==> config.mk <==
export PLATFORM = sky130hd
export DESIGN_NAME = eivl_ctrl
export DESIGN_NICKNAME = d
export VERILOG_FILES = /design/src/design/eivl_pkg.sv /design/src/design/eivl_ctrl.sv /design/src/design/eivl_edge_det.sv
export VERILOG_INCLUDE_DIRS = /design/src /design/src/design
export SDC_FILE = /design/constraint.sdc
export NUM_CORES = 1
export LEC_CHECK = 0
export BUFFER_PORTS_ARGS = -buffer_cell sky130_fd_sc_hd__clkbuf_2
export CORE_UTILIZATION = 45
export DETAILED_ROUTE_END_ITERATION = 7
export PLACE_DENSITY = 0.83
export SYNTH_ARGS = -nofsm -noshare
export SYNTH_HDL_FRONTEND = slang
export SYNTH_SLANG_ARGS = --single-unit
==> constraint.sdc <==
create_clock -name i_sys_clk -period 3.5 [get_ports i_sys_clk]
set_clock_uncertainty 0.15 [all_clocks]
set_input_delay 0.35 -clock i_sys_clk [delete_from_list [all_inputs] [get_ports i_sys_clk]]
set_output_delay 0.35 -clock i_sys_clk [all_outputs]
set_load 0.005 [all_outputs]
==> src/design/eivl_params.svh <==
`ifndef EIVL_PARAMS_SVH
`define EIVL_PARAMS_SVH

// number of external interrupt lines
`define EIVL_NLINES      4
// width of a vector address
`define EIVL_VEC_W       16
// vector fetched when the source is lost
`define EIVL_VEC_RESET   16'hFFFE
// vector of line 0; each higher line sits one word below
`define EIVL_VEC_BASE    16'hFFF6
`define EIVL_VEC_STEP    16'h0002
// length of the detector blanking during a port configuration access, in cycles
`define EIVL_BLANK_CYC   1
// reset values
`define EIVL_PEND_RST    4'h0
`define EIVL_VEC_RST     16'h0000

`endif

==> src/design/eivl_pkg.sv <==
`include "eivl_params.svh"

package eivl_pkg;
    typedef logic [`EIVL_NLINES-1:0] eivl_lines_t;
    typedef logic [`EIVL_VEC_W-1:0]  eivl_vec_t;
    typedef logic [1:0]              eivl_prio_t;
endpackage

==> src/design/eivl_ctrl.sv <==
`timescale 1ns/1ps
`default_nettype none

`include "eivl_params.svh"

// Operation
// - a port direction or option register access blanks edge detection one cycle
// - an edge during blanking sets no pending flag and raises no request
// - request arriving during an unmasked flags pop yields the reset vector
// - clearing a pending flag while its request is active may cause reset
// - clearing an enable mask never causes the unwanted reset
// - no reset when cleared in handler, by equal/higher level, or while disabled
module eivl_ctrl
    import eivl_pkg::*;
(
    // clock and reset
    input  wire logic        i_sys_clk,
    input  wire logic        i_arst_n,
    // external interrupt pins and setup
    input  wire eivl_lines_t i_ext_pin,
    input  wire eivl_lines_t i_fall_sens,
    input  wire eivl_lines_t i_line_en,
    // port configuration access strobe
    input  wire logic        i_port_cfg_access,
    // software flag clear
    input  wire eivl_lines_t i_flag_clr,
    // cpu state
    input  wire logic        i_gmask,
    input  wire logic        i_pop_flags,
    input  wire logic        i_in_handler,
    input  wire logic        i_nested,
    input  wire eivl_prio_t  i_active_prio,
    // vector handshake
    input  wire logic        i_vec_ack,
    output logic             o_irq_req,
    output logic             o_vec_valid,
    output eivl_vec_t        o_vec_addr,
    // status
    output eivl_lines_t      o_pending,
    output logic             o_spur_reset
);

    // ********************************************************************
    // edge detection
    // ********************************************************************
    eivl_lines_t edge_det;
    eivl_lines_t pend_r;
    eivl_lines_t pend_nxt;
    eivl_lines_t ack_clr;
    eivl_lines_t clr_hazard;
    eivl_lines_t sel_line;
    logic        req_act;
    logic        vec_take;
    logic        src_lost_r;
    eivl_vec_t   sel_vec;

    eivl_edge_det u_edge
    (
        .i_sys_clk      (i_sys_clk),
        .i_arst_n       (i_arst_n),
        .i_pin          (i_ext_pin),
        .i_fall_sens    (i_fall_sens),
        .i_blank        (i_port_cfg_access),
        .o_edge         (edge_det)
    );

    // ********************************************************************
    // pending flags
    // ********************************************************************
    // a new edge wins over a clear in the same cycle
    always_comb
    begin
        pend_nxt = (pend_r & ~(i_flag_clr | ack_clr)) | edge_det;
    end

    always_ff @(posedge i_sys_clk or negedge i_arst_n)
    begin
        if (!i_arst_n)
            pend_r <= `EIVL_PEND_RST;
        else
            pend_r <= pend_nxt;
    end

    assign o_pending = pend_r;
    assign req_act   = |(pend_r & i_line_en);
    // combinational request lets the cpu fetch in the cycle the flag lands
    assign o_irq_req = req_act && !i_gmask;
    assign vec_take  = o_irq_req && i_vec_ack;

    // ********************************************************************
    // vector selection
    // ********************************************************************
    // lowest line index has the highest priority
    always_comb
    begin
        sel_line = '0;
        sel_vec  = `EIVL_VEC_RESET;
        for (int i = `EIVL_NLINES - 1; i >= 0; i--)
        begin
            if (pend_r[i] && i_line_en[i])
            begin
                sel_line    = '0;
                sel_line[i] = 1'b1;
                sel_vec     = `EIVL_VEC_W'(`EIVL_VEC_BASE - (`EIVL_VEC_STEP * i));
            end
        end
    end

    assign ack_clr = vec_take ? sel_line : '0;

    // a request seen during an unmasked flags pop loses its source until fetched
    // the fetch consumes the lost request, even when it lands inside the pop
    always_ff @(posedge i_sys_clk or negedge i_arst_n)
    begin
        if (!i_arst_n)
            src_lost_r <= 1'b0;
        else if (vec_take)
            src_lost_r <= 1'b0;
        else if (i_pop_flags && req_act && !i_gmask)
            src_lost_r <= 1'b1;
    end

    // the address holds between fetches; only valid marks a fresh vector
    always_ff @(posedge i_sys_clk or negedge i_arst_n)
    begin
        if (!i_arst_n)
        begin
            o_vec_valid <= 1'b0;
            o_vec_addr  <= `EIVL_VEC_RST;
        end
        else
        begin
            o_vec_valid <= vec_take;
            if (vec_take)
                o_vec_addr <= (src_lost_r || i_pop_flags) ? `EIVL_VEC_RESET : sel_vec;
        end
    end

    // ********************************************************************
    // unwanted reset on flag clear
    // ********************************************************************
    // only a flag clear counts; the enable input is never looked at as a trigger
    genvar g;
    generate
        for (g = 0; g < `EIVL_NLINES; g++)
        begin : g_haz
            localparam eivl_prio_t LPRIO = eivl_prio_t'(`EIVL_NLINES - 1 - g);
            // line 0 carries the top priority level
            logic safe;
            assign safe = !i_line_en[g] || i_gmask ||
                (i_in_handler && (!i_nested || i_active_prio >= LPRIO));
            assign clr_hazard[g] = i_flag_clr[g] && pend_r[g] && !safe;
        end
    endgenerate

    always_ff @(posedge i_sys_clk or negedge i_arst_n)
    begin
        if (!i_arst_n)
            o_spur_reset <= 1'b0;
        else
            o_spur_reset <= |clr_hazard;
    end
endmodule

`default_nettype wire

==> src/design/eivl_edge_det.sv <==
`timescale 1ns/1ps
`default_nettype none

`include "eivl_params.svh"

module eivl_edge_det
    import eivl_pkg::*;
(
    // clock and reset
    input  wire logic        i_sys_clk,
    input  wire logic        i_arst_n,
    // pins and sensitivity
    input  wire eivl_lines_t i_pin,
    input  wire eivl_lines_t i_fall_sens,
    // blanking
    input  wire logic        i_blank,
    // detected edges
    output eivl_lines_t      o_edge
);

    eivl_lines_t pin_prev_r;

    // the previous level keeps tracking while blanked, so a blanked edge is gone for good
    always_ff @(posedge i_sys_clk or negedge i_arst_n)
    begin
        if (!i_arst_n)
            pin_prev_r <= `EIVL_PEND_RST;
        else
            pin_prev_r <= i_pin;
    end

    genvar g;
    generate
        for (g = 0; g < `EIVL_NLINES; g++)
        begin : g_line
            assign o_edge[g] = !i_blank &&
                (i_fall_sens[g] ? (pin_prev_r[g] && !i_pin[g])
                                : (!pin_prev_r[g] && i_pin[g]));
        end
    endgenerate

endmodule

`default_nettype wire

==> results of run 1 <==
[flip-flops by register name, summed over array words and instances (netlist names)]
register	flops
o_vec_valid	1
o_pending	4
o_spur_reset	1
u_edge.pin_prev_r	4
src_lost_r	1
o_vec_addr	4
[per-stage QoR]
stage | area (µm²) | hold slack (ns) | setup WS [ns] | instances | util, %
after floorplan | 808 | -0.0956 | 2.10 | 90 | -
after CTS | 1020 | 0.0424 | 1.70 | 154 | 64.0
after detailed placement | 983 | 0.131 | 1.96 | 149 | 61.7
after global routing | 1020 | 0.0375 | 1.63 | 154 | 64.0
after global placement | 983 | 0.132 | 1.97 | 149 | 61.7
final | 1020 | 0.0436 | 1.70 | 154 | 64.0
[cell type report]
cell class	instances	area share, %
flip-flops and latches	15	36.8
repair buffers	48	24.0
multi-input cells	60	32.5
inverters	3	1.10
well taps	24	2.94
clock buffers	4	2.58
[cells by family after synthesis]
logic type | share of synthesized area (%)
AO/OA/AOI/OAI | 19.7
buffers and inverters | 12.5
flip-flops | 46.4
other | 0.464
AND/OR/NAND/NOR | 20.9
[report_power, final]
group / internal (mW) / switching, mW
Sequential: 0.194 / 0.0160
Clock: 0.0443 / 0.0559
Combinational: 0.0426 / 0.0449
[cells in the final DEF, fill, tap and decap left out, drive strengths merged]
master	netlist	routed
clkbuf	0	51
dfrtp	15	15
nor2	13	13
nand2	11	11
a21oi	9	9
o21ai	5	5
nand3	5	5
inv	3	3
nand3b	2	2
a22oi	1	1
a311oi	1	1
a31oi	1	1
nor2b	1	1
and3	1	1
a211o	1	1
a311o	1	1
nand2b	1	1
nand4b	1	1
o211ai	1	1
a22o	1	1
or2	1	1
nor3	1	1
a41oi	1	1
conb	1	1
dlygate4sd3	0	1
[timing repair]
| item | CTS | global route |
|---|---|---|
| hold endpoints to repair | 15 | 0 |
| hold buffers | 1 | 0 |
| endpoints found under the setup margin | 0 | 0 |
[path summary, 6_finish.rpt]
kind	startpoint	endpoint	slack, ns	depth (start not counted)
min in group asynchronous	i_arst_n	o_pending[0]	0.36	2
max	o_pending[3]	o_irq_req	1.70	3
min reg2reg	src_lost_r	src_lost_r	0.40	2
max reg2reg	o_pending[3]	o_vec_addr[1]	1.99	4
min	i_ext_pin[0]	u_edge.pin_prev_r[0]	0.04	1
max in group asynchronous	i_arst_n	o_vec_addr[2]	2.57	2
[per-layer routing]
layer,vias to the layer above,routed length (µm),track usage [%]
li1,381,-,-
met1,355,717,23.8
met2,30,859,35.3
met3,0,108,6.53
met4,0,0,5.45
met5,-,0,0
[worst reg2reg max path, stage by stage, from the launching register on]
cell	delay (ns)
dfrtp_1	0.42
a22oi_2	0.13
a311oi_4	0.46
nor2_1	0.08
a41oi_1	0.18
[cell usage after synthesis, types with 2 or more instances]
cell	n
a21oi_1	9
o21ai_0	5
nand2_1	11
nor2_1	13
nand3_1	5
nand3b_1	2
buf_4	12
inv_1	3
dfrtp_1	15
==> flow_summary_export.csv, run 1 <==
group,metric,value,unit
placement,io_buffers,47,
critical_path,end_kind,"output port",
yosys,synth.top_cell.area_share,46.4,%
clock_tree,post-cts-setup-buffers,0,
route,drtIter0Drc,15,
critical_path,crit_path_max_fanout,5,
clock_tree,root_buffer,"clkbuf_4",
sta,min_period,1.80,ns
yosys,synth.distinct_cells,24,
global_route,grt_pass1_wl,2.88,mm
clock_tree,cts_tree,"yes",
critical_path,critPathLaunchType,"register",
route,wl,1.69,mm
yosys,synth.ff_latch_count,15,
yosys,synth_top_cell_by_area,"dfrtp_1",
yosys,synth_ff_type,"dfrtp_1",
placement,place_congestion,0.838,
yosys,netlist_instances,90,
yosys,synth_nets,116,
clock_tree,cts_max_level,1,
critical_path,critical_path.cell_chain,"a22oi_2 -> a31oi_1 -> clkbuf_2",
route,drc,0,
sta,drv_slew,0,
sta,setup_violations,0,
power_and_ir_drop,leakage,0.507,nW
final_layout,layout-drive-gt1-share,40.8,%
floorplanning,fp.dieW,44.4,µm
final_layout,fill_cells,140,
critical_path,cp.arrival,1.30,ns
critical_path,cp_slowest_cell,"dfrtp_1",
critical_path,critPathBufInv,1,
clock_tree,numCtsBuffers,3,
power_and_ir_drop,powerDensity,390,mW/mm²
yosys,async_reset_ff_share,100,%
status,status,"finished, final reports clean",
global_route,grt_pass1_vias,713,
global_route,grt.total_usage,20.2,%
placement,dp_hpwl,1.35,mm
floorplanning,coreArea,0.00159,mm²
floorplanning,fp.dieH,44.4,µm
clock_tree,clockBufferDepth,2,
final_layout,nets,157,
yosys,syn_avg_cell_area,8.98,µm²
critical_path,path_class,"reg2out",
power_and_ir_drop,vdd_drop_max,0.000252,V
worst_hold_path,min_path_type,"in2reg",
yosys,yosysWarnings,0,
route,vias,766,
power_and_ir_drop,finalPower,398,µW
sta,finalHoldViolCount,0,
route,drtPass1Iterations,4,
yosys,ys_seq_area_share,46.4,%
route,detail-route-antenna-nets,0,
sta,rsz0062_at_grt,"false",
final_layout,n_antenna_cell,0,
yosys,synth_edf_count,0,
yosys,synth_area,808,µm²
final_layout,seqCellArea,375,µm²
clock_tree,cts.repair.resized,0,
floorplanning,dieArea,0.00197,mm²
global_route,grt-ovfl-total,0,
route,post_drt_wl_per_cell,10.9,µm
global_route,antenna_found_initial,0,
floorplanning,ios,49,
sta,tns,0,ns
clock_tree,clk_latency,0.29,ns
yosys,ys_top_cells_by_area,"dfrtp_1 (46%), buf_4 (11%), nor2_1 (6.0%)",
sta,fin_crit_sh,51.5,%
global_route,grt_max_degree,16,
final_layout,area_growth,26.2,%
floorplanning,initial_core_util,50.7,%
clock_tree,clkSlewWorstSetupHoldPaths,0.09,ns
floorplanning,rows,14,
final_layout,multi_input_area,332,µm²
sta,max_freq,0.555,GHz
job,maxCapViolCount,0,
critical_path,crit_required,3.00,ns
clock_tree,clkSinkCount,15,
critical_path,cpLargestDelayFamily,"compound AO/OA/AOI/OAI gates",
route,vias_per_cell,4.97,
critical_path,crit_path_max_incr_delay,0.43,ns
Power figures use the tool's default switching activity.
==> run 2: changes to the inputs <==
--- a/config.mk
+++ b/config.mk
@@ -7,9 +7,9 @@
 export NUM_CORES = 1
 export LEC_CHECK = 0
 export BUFFER_PORTS_ARGS = -buffer_cell sky130_fd_sc_hd__clkbuf_2
-export CORE_UTILIZATION = 45
+export CORE_UTILIZATION = 37
 export DETAILED_ROUTE_END_ITERATION = 7
-export PLACE_DENSITY = 0.83
+export PLACE_DENSITY = 0.73
 export SYNTH_ARGS = -nofsm -noshare
 export SYNTH_HDL_FRONTEND = slang
 export SYNTH_SLANG_ARGS = --single-unit
==> constraint.sdc (replaced) <==
create_clock -name i_sys_clk -period 1.6 [get_ports i_sys_clk]
set_clock_uncertainty 0.15 [all_clocks]
set_input_delay 0.16 -clock i_sys_clk [delete_from_list [all_inputs] [get_ports i_sys_clk]]
set_output_delay 0.16 -clock i_sys_clk [all_outputs]
set_load 0.005 [all_outputs]
==> flow_summary_export.csv, run 2 (synthesis results as in run 1) <==
group,metric,value,unit
final_layout,final_common_cell,"clkbuf_2",
power_and_ir_drop,leakage,0.542,nW
global_route,grt_pass1_vias,774,
global_route,antenna_found_initial,0,
critical_path,crit_required,1.63,ns
route,drtIter0Drc,11,
worst_hold_path,min_path_type,"in2reg",
critical_path,critPathBufInv,1,
critical_path,cpLargestDelayFamily,"flip-flops",
critical_path,critical_path.cell_chain,"a22oi_2 -> buf_4 -> a311oi_4 -> or2_2",
status,status,"finished, final reports clean",
final_layout,nets,165,
placement,dp_hpwl,1.42,mm
global_route,grt_max_degree,16,
clock_tree,numCtsBuffers,3,
power_and_ir_drop,powerDensity,810,mW/mm²
floorplanning,coreArea,0.00200,mm²
clock_tree,cts_max_level,1,
placement,dpl.cell_count,152,
sta,setup_violations,0,
floorplanning,ios,49,
critical_path,cp_slowest_cell,"dfrtp_2",
route,vias_per_cell,4.96,
floorplanning,initial_core_util,40.4,%
power_and_ir_drop,finalPower,912,µW
critical_path,crit_path_max_fanout,8,
sta,finalHoldViolCount,0,
critical_path,cp.arrival,1.59,ns
global_route,busiest_layer,"met2",
clock_tree,cts_tree,"yes",
critical_path,end_kind,"register",
final_layout,layout-drive-gt1-share,44.2,%
route,wl,1.86,mm
final_layout,final_util,56.3,%
clock_tree,clkSinkCount,15,
floorplanning,fp.dieH,48.7,µm
floorplanning,fp.dieW,48.7,µm
critical_path,critPathLaunchType,"register",
placement,place_congestion,0.802,
route,drtPass1Iterations,4,
sta,fin_crit_sh,97.5,%
clock_tree,clockBufferDepth,2,
sta,max_freq,0.641,GHz
sta,drv_slew,0,
route,vias,818,
final_layout,fill_cells,185,
global_route,grt_util_met2,29.4,%
global_route,met1_usage,18.7,%
global_route,grt-ovfl-total,0,
critical_path,path_class,"reg2reg",
route,drc,0,
global_route,grt_pass1_wl,3.04,mm
placement,io_buffers,47,
power_and_ir_drop,vdd_drop_max,0.000588,V
floorplanning,dieArea,0.00238,mm²
job,maxCapViolCount,0,
final_layout,area_growth,39.3,%
global_route,grt.total_usage,16.4,%
critical_path,crit_path_max_incr_delay,0.45,ns
clock_tree,clk_latency,0.28,ns
final_layout,final_cell_mix,"clkbuf_2 (47), dfrtp_1 (14), nor2_1 (13)",
final_layout,n_antenna_cell,0,
clock_tree,root_buffer,"clkbuf_4",
route,post_drt_wl_per_cell,11.3,µm
global_route,grt_util_met3,4.09,%
final_layout,fin_cells,165,
clock_tree,clkSlewWorstSetupHoldPaths,0.10,ns
route,detail-route-antenna-nets,0,
sta,min_period,1.56,ns
sta,rsz0062_at_grt,"true",
floorplanning,rows,16,
==> run 2: final timing paths <==
check / start / slack [ns] / cells after the start / end
max in group asynchronous: i_arst_n / 0.86 / 2 / o_pending[2]
min in group asynchronous: i_arst_n / 0.16 / 2 / o_vec_addr[1]
min reg2reg: o_vec_addr[2] / 0.41 / 2 / o_vec_addr[2]
min: i_flag_clr[2] / 0.006 / 3 / o_pending[2]
max: o_pending[2] / 0.04 / 4 / o_vec_addr[14]
max reg2reg: o_pending[2] / 0.04 / 4 / o_vec_addr[14]
==> run 2: repair_timing <==
item / CTS / global route
pin swaps: 1 / 1
setup buffers: 2 / 0
gates resized for setup: 0 / 6
hold endpoints to repair: 24 / 0
setup endpoints to repair: 1 / 4
hold buffers: 7 / 0
==> run 2: worst min-delay path, delay by kind of cell <==
| family | cells | cell delay, ns |
|---|---|---|
| AOI/OAI and AO/OA | 2 | 0.16 |
| buffers and inverters | 1 | 0.09 |
==> run 2: per-stage QoR <==
step | setup WS [ns] | hold WS, ns | cell area (µm²) | TNS (ns)
4_1_cts | 0.0380 | 0.00698 | 1100 | 0
5_1_grt | -0.0120 | 0.0128 | 1130 | -0.0120
6_report | 0.0408 | 0.00568 | 1130 | 0
3_5_place_dp | 0.138 | -0.0516 | 987 | 0
2_1_floorplan | 0.201 | -0.286 | 808 | 0
3_3_place_gp | 0.185 | -0.0521 | 987 | 0
==> run 2: power breakdown <==
part	leakage, nW	total [mW]	switching [mW]	internal (mW)
clock	0.0139	0.232	0.137	0.0947
combinational	0.353	0.221	0.109	0.112
sequential	0.175	0.458	0.0337	0.425
total	0.542	0.912	0.280	0.631
==> run 2: metal layers <==
metal  up-vias  wire [µm]
met1       377        730
met4         0         20
met5         -          0
met2        44        974
li1        393          -
met3         4        131
==> run 2: cell type report <==
| type | count | area (µm²) | area share [%] |
|---|---|---|---|
| flip-flops and latches | 15 | 377 | 33.4 |
| inverters | 3 | 11.3 | 1.00 |
| multi-input cells | 60 | 354 | 31.4 |
| well taps | 27 | 33.8 | 3.00 |
| clock inverters | 1 | 7.51 | 0.667 |
| repair buffers | 56 | 320 | 28.4 |
| clock buffers | 3 | 22.5 | 2.00 |
==> run 3: changes to the inputs <==
--- a/config.mk
+++ b/config.mk
@@ -6,7 +6,7 @@
 export SDC_FILE = /design/constraint.sdc
 export NUM_CORES = 1
 export LEC_CHECK = 0
-export BUFFER_PORTS_ARGS = -buffer_cell sky130_fd_sc_hd__clkbuf_2
+export BUFFER_PORTS_ARGS = -buffer_cell sky130_fd_sc_hd__buf_2
 export CORE_UTILIZATION = 37
 export DETAILED_ROUTE_END_ITERATION = 7
 export PLACE_DENSITY = 0.73
==> flow_summary_export.csv, run 3 (synthesis results as in run 1) <==
group,metric,value,unit
placement,place_ws,0.146,ns
clock_tree,cts_tree,"yes",
floorplanning,ios,49,
power_and_ir_drop,leakage,0.519,nW
critical_path,end_kind,"output port",
global_route,grt.total_usage,16.5,%
sta,setup_violations,0,
floorplanning,initial_core_util,40.4,%
critical_path,crit_path_max_incr_delay,0.40,ns
placement,dpl.cell_count,152,
global_route,antenna_found_initial,0,
global_route,grt_pass1_wl,3.05,mm
worst_hold_path,whs_path_depth,3,
placement,dp_hpwl,1.43,mm
route,wl,1.85,mm
critical_path,r2r_setup_slack,0.06,ns
final_layout,seqCellArea,375,µm²
global_route,grt_pass1_vias,759,
critical_path,reg2reg_to,"o_vec_addr[1]",
floorplanning,dieArea,0.00238,mm²
clock_tree,numCtsBuffers,3,
worst_hold_path,holdPathEnd,"o_pending[3]",
final_layout,final_common_cell,"buf_2",
critical_path,path_class,"reg2out",
critical_path,crit_required,1.29,ns
power_and_ir_drop,p_seq_share,51.0,%
sta,min_period,1.56,ns
power_and_ir_drop,clkPwrFrac,25.4,%
power_and_ir_drop,vdd_drop_max,0.000630,V
final_layout,nets,165,
clock_tree,clkSlewWorstSetupHoldPaths,0.10,ns
critical_path,cp.arrival,1.25,ns
critical_path,cp_slowest_cell,"dfrtp_1",
final_layout,final_cell_mix,"buf_2 (47), dfrtp_1 (15), nor2_1 (13)",
final_layout,fin_cells,165,
clock_tree,cts_max_level,1,
route,vias_per_cell,5.04,
sta,rsz0062_at_grt,"true",
sta,fin_crit_sh,97.6,%
clock_tree,clkSinkCount,15,
clock_tree,clockBufferDepth,2,
critical_path,crit_start,"o_pending[0]",
sta,drv_slew,0,
critical_path,critical_path.cell_chain,"nand2_1 -> a31oi_1 -> buf_2",
global_route,grt-ovfl-total,0,
clock_tree,clk_latency,0.29,ns
power_and_ir_drop,p_int,627,µW
route,drtIter0Drc,19,
sta,tns,0,ns
critical_path,reg2reg_from,"o_pending[3]",
route,detail-route-antenna-nets,0,
critical_path,critPathBufInv,1,
route,vias,831,
final_layout,n_antenna_cell,0,
worst_hold_path,min_path_type,"in2reg",
placement,postPlaceCellArea,987,µm²
final_layout,multi_input_area,332,µm²
critical_path,r2r_cells,5,
final_layout,layout-drive-gt1-share,39.9,%
job,maxCapViolCount,0,
power_and_ir_drop,comb_power_share,23.6,%
power_and_ir_drop,switching_share,29.9,%
clock_tree,root_buffer,"clkbuf_4",
global_route,grt_max_degree,16,
floorplanning,rows,16,
power_and_ir_drop,powerDensity,810,mW/mm²
critical_path,critPathLaunchType,"register",
final_layout,area_growth,36.7,%
critical_path,cpLargestDelayFamily,"flip-flops",
sta,max_freq,0.640,GHz
worst_hold_path,worstHoldStart,"i_flag_clr[3]",
floorplanning,coreArea,0.00200,mm²
placement,place_congestion,0.801,
floorplanning,fp.dieH,48.7,µm
route,post_drt_wl_per_cell,11.2,µm
status,status,"finished, final reports clean",
sta,timing.hold.ws,0.0142,ns
final_layout,fill_cells,183,
power_and_ir_drop,finalPower,895,µW
critical_path,crit_path_max_fanout,5,
placement,io_buffers,47,
sta,setup_ws,0.0377,ns
route,drtPass1Iterations,4,
route,drc,0,
final_layout,fin_area,0.00110,mm²
sta,finalHoldViolCount,0,
floorplanning,fp.dieW,48.7,µm
final_layout,final_util,55.2,%
power_and_ir_drop,switchingPower,267,µW
## run 3: changes by cell type in the layout (fill, tap and decap cells not counted), sizes merged
| cell | change |
|---|---|
| buf | +46 |
| dlygate4sd3 | +1 |
| clkbuf | -47 |
## run 3: power by group through the flow
stage	registers (mW)	logic [mW]	clock network, mW
after floorplan	0.465	0.0956	0
after global placement	0.463	0.190	0
after detailed placement	0.465	0.193	0
after CTS	0.457	0.212	0.232
after global routing	0.464	0.236	0.243
final	0.457	0.211	0.227
## run 3: worst max path at each step
stage | end | depth (start not counted) | slack (ns)
after floorplan | o_vec_addr[14] | 3 | 0.20
after global placement | o_vec_addr[14] | 3 | 0.19
after detailed placement | o_vec_addr[1] | 4 | 0.15
after CTS | o_vec_addr[1] | 5 | 0.03
after global routing | o_irq_req | 3 | -0.05
final | o_irq_req | 3 | 0.04
## run 3: cell type report
| type | count | area share [%] |
|---|---|---|
| clock buffers | 3 | 2.04 |
| well taps | 27 | 3.06 |
| clock inverters | 1 | 0.680 |
| multi-input cells | 60 | 30.0 |
| repair buffers | 56 | 29.2 |
| inverters | 3 | 1.02 |
| flip-flops and latches | 15 | 34.0 |
## run 3: repair_timing
| item | 4_1_cts | 5_1_grt |
|---|---|---|
| resized for setup | 0 | 0 |
| hold buffers | 8 | 0 |
| pin swaps | 1 | 1 |
| endpoints found under the hold margin | 25 | 0 |
| endpoints found under the setup margin | 1 | 4 |
| gates cloned | 0 | 0 |
| setup buffers | 1 | 0 |
## run 3: worst min-delay path: stages
cell and delay (ns):
buf_2 0.10, a311o_1 0.10, o21ai_0 0.07
## run 3: per-layer routing
| metal | GRT usage [%] | vias to the layer above | routed length [µm] |
|---|---|---|---|
| li1 | - | 397 | - |
| met3 | 2.20 | 6 | 101 |
| met2 | 29.2 | 43 | 933 |
| met1 | 19.4 | 385 | 770 |
| met5 | 0 | - | 0 |
| met4 | 7.84 | 0 | 40 |
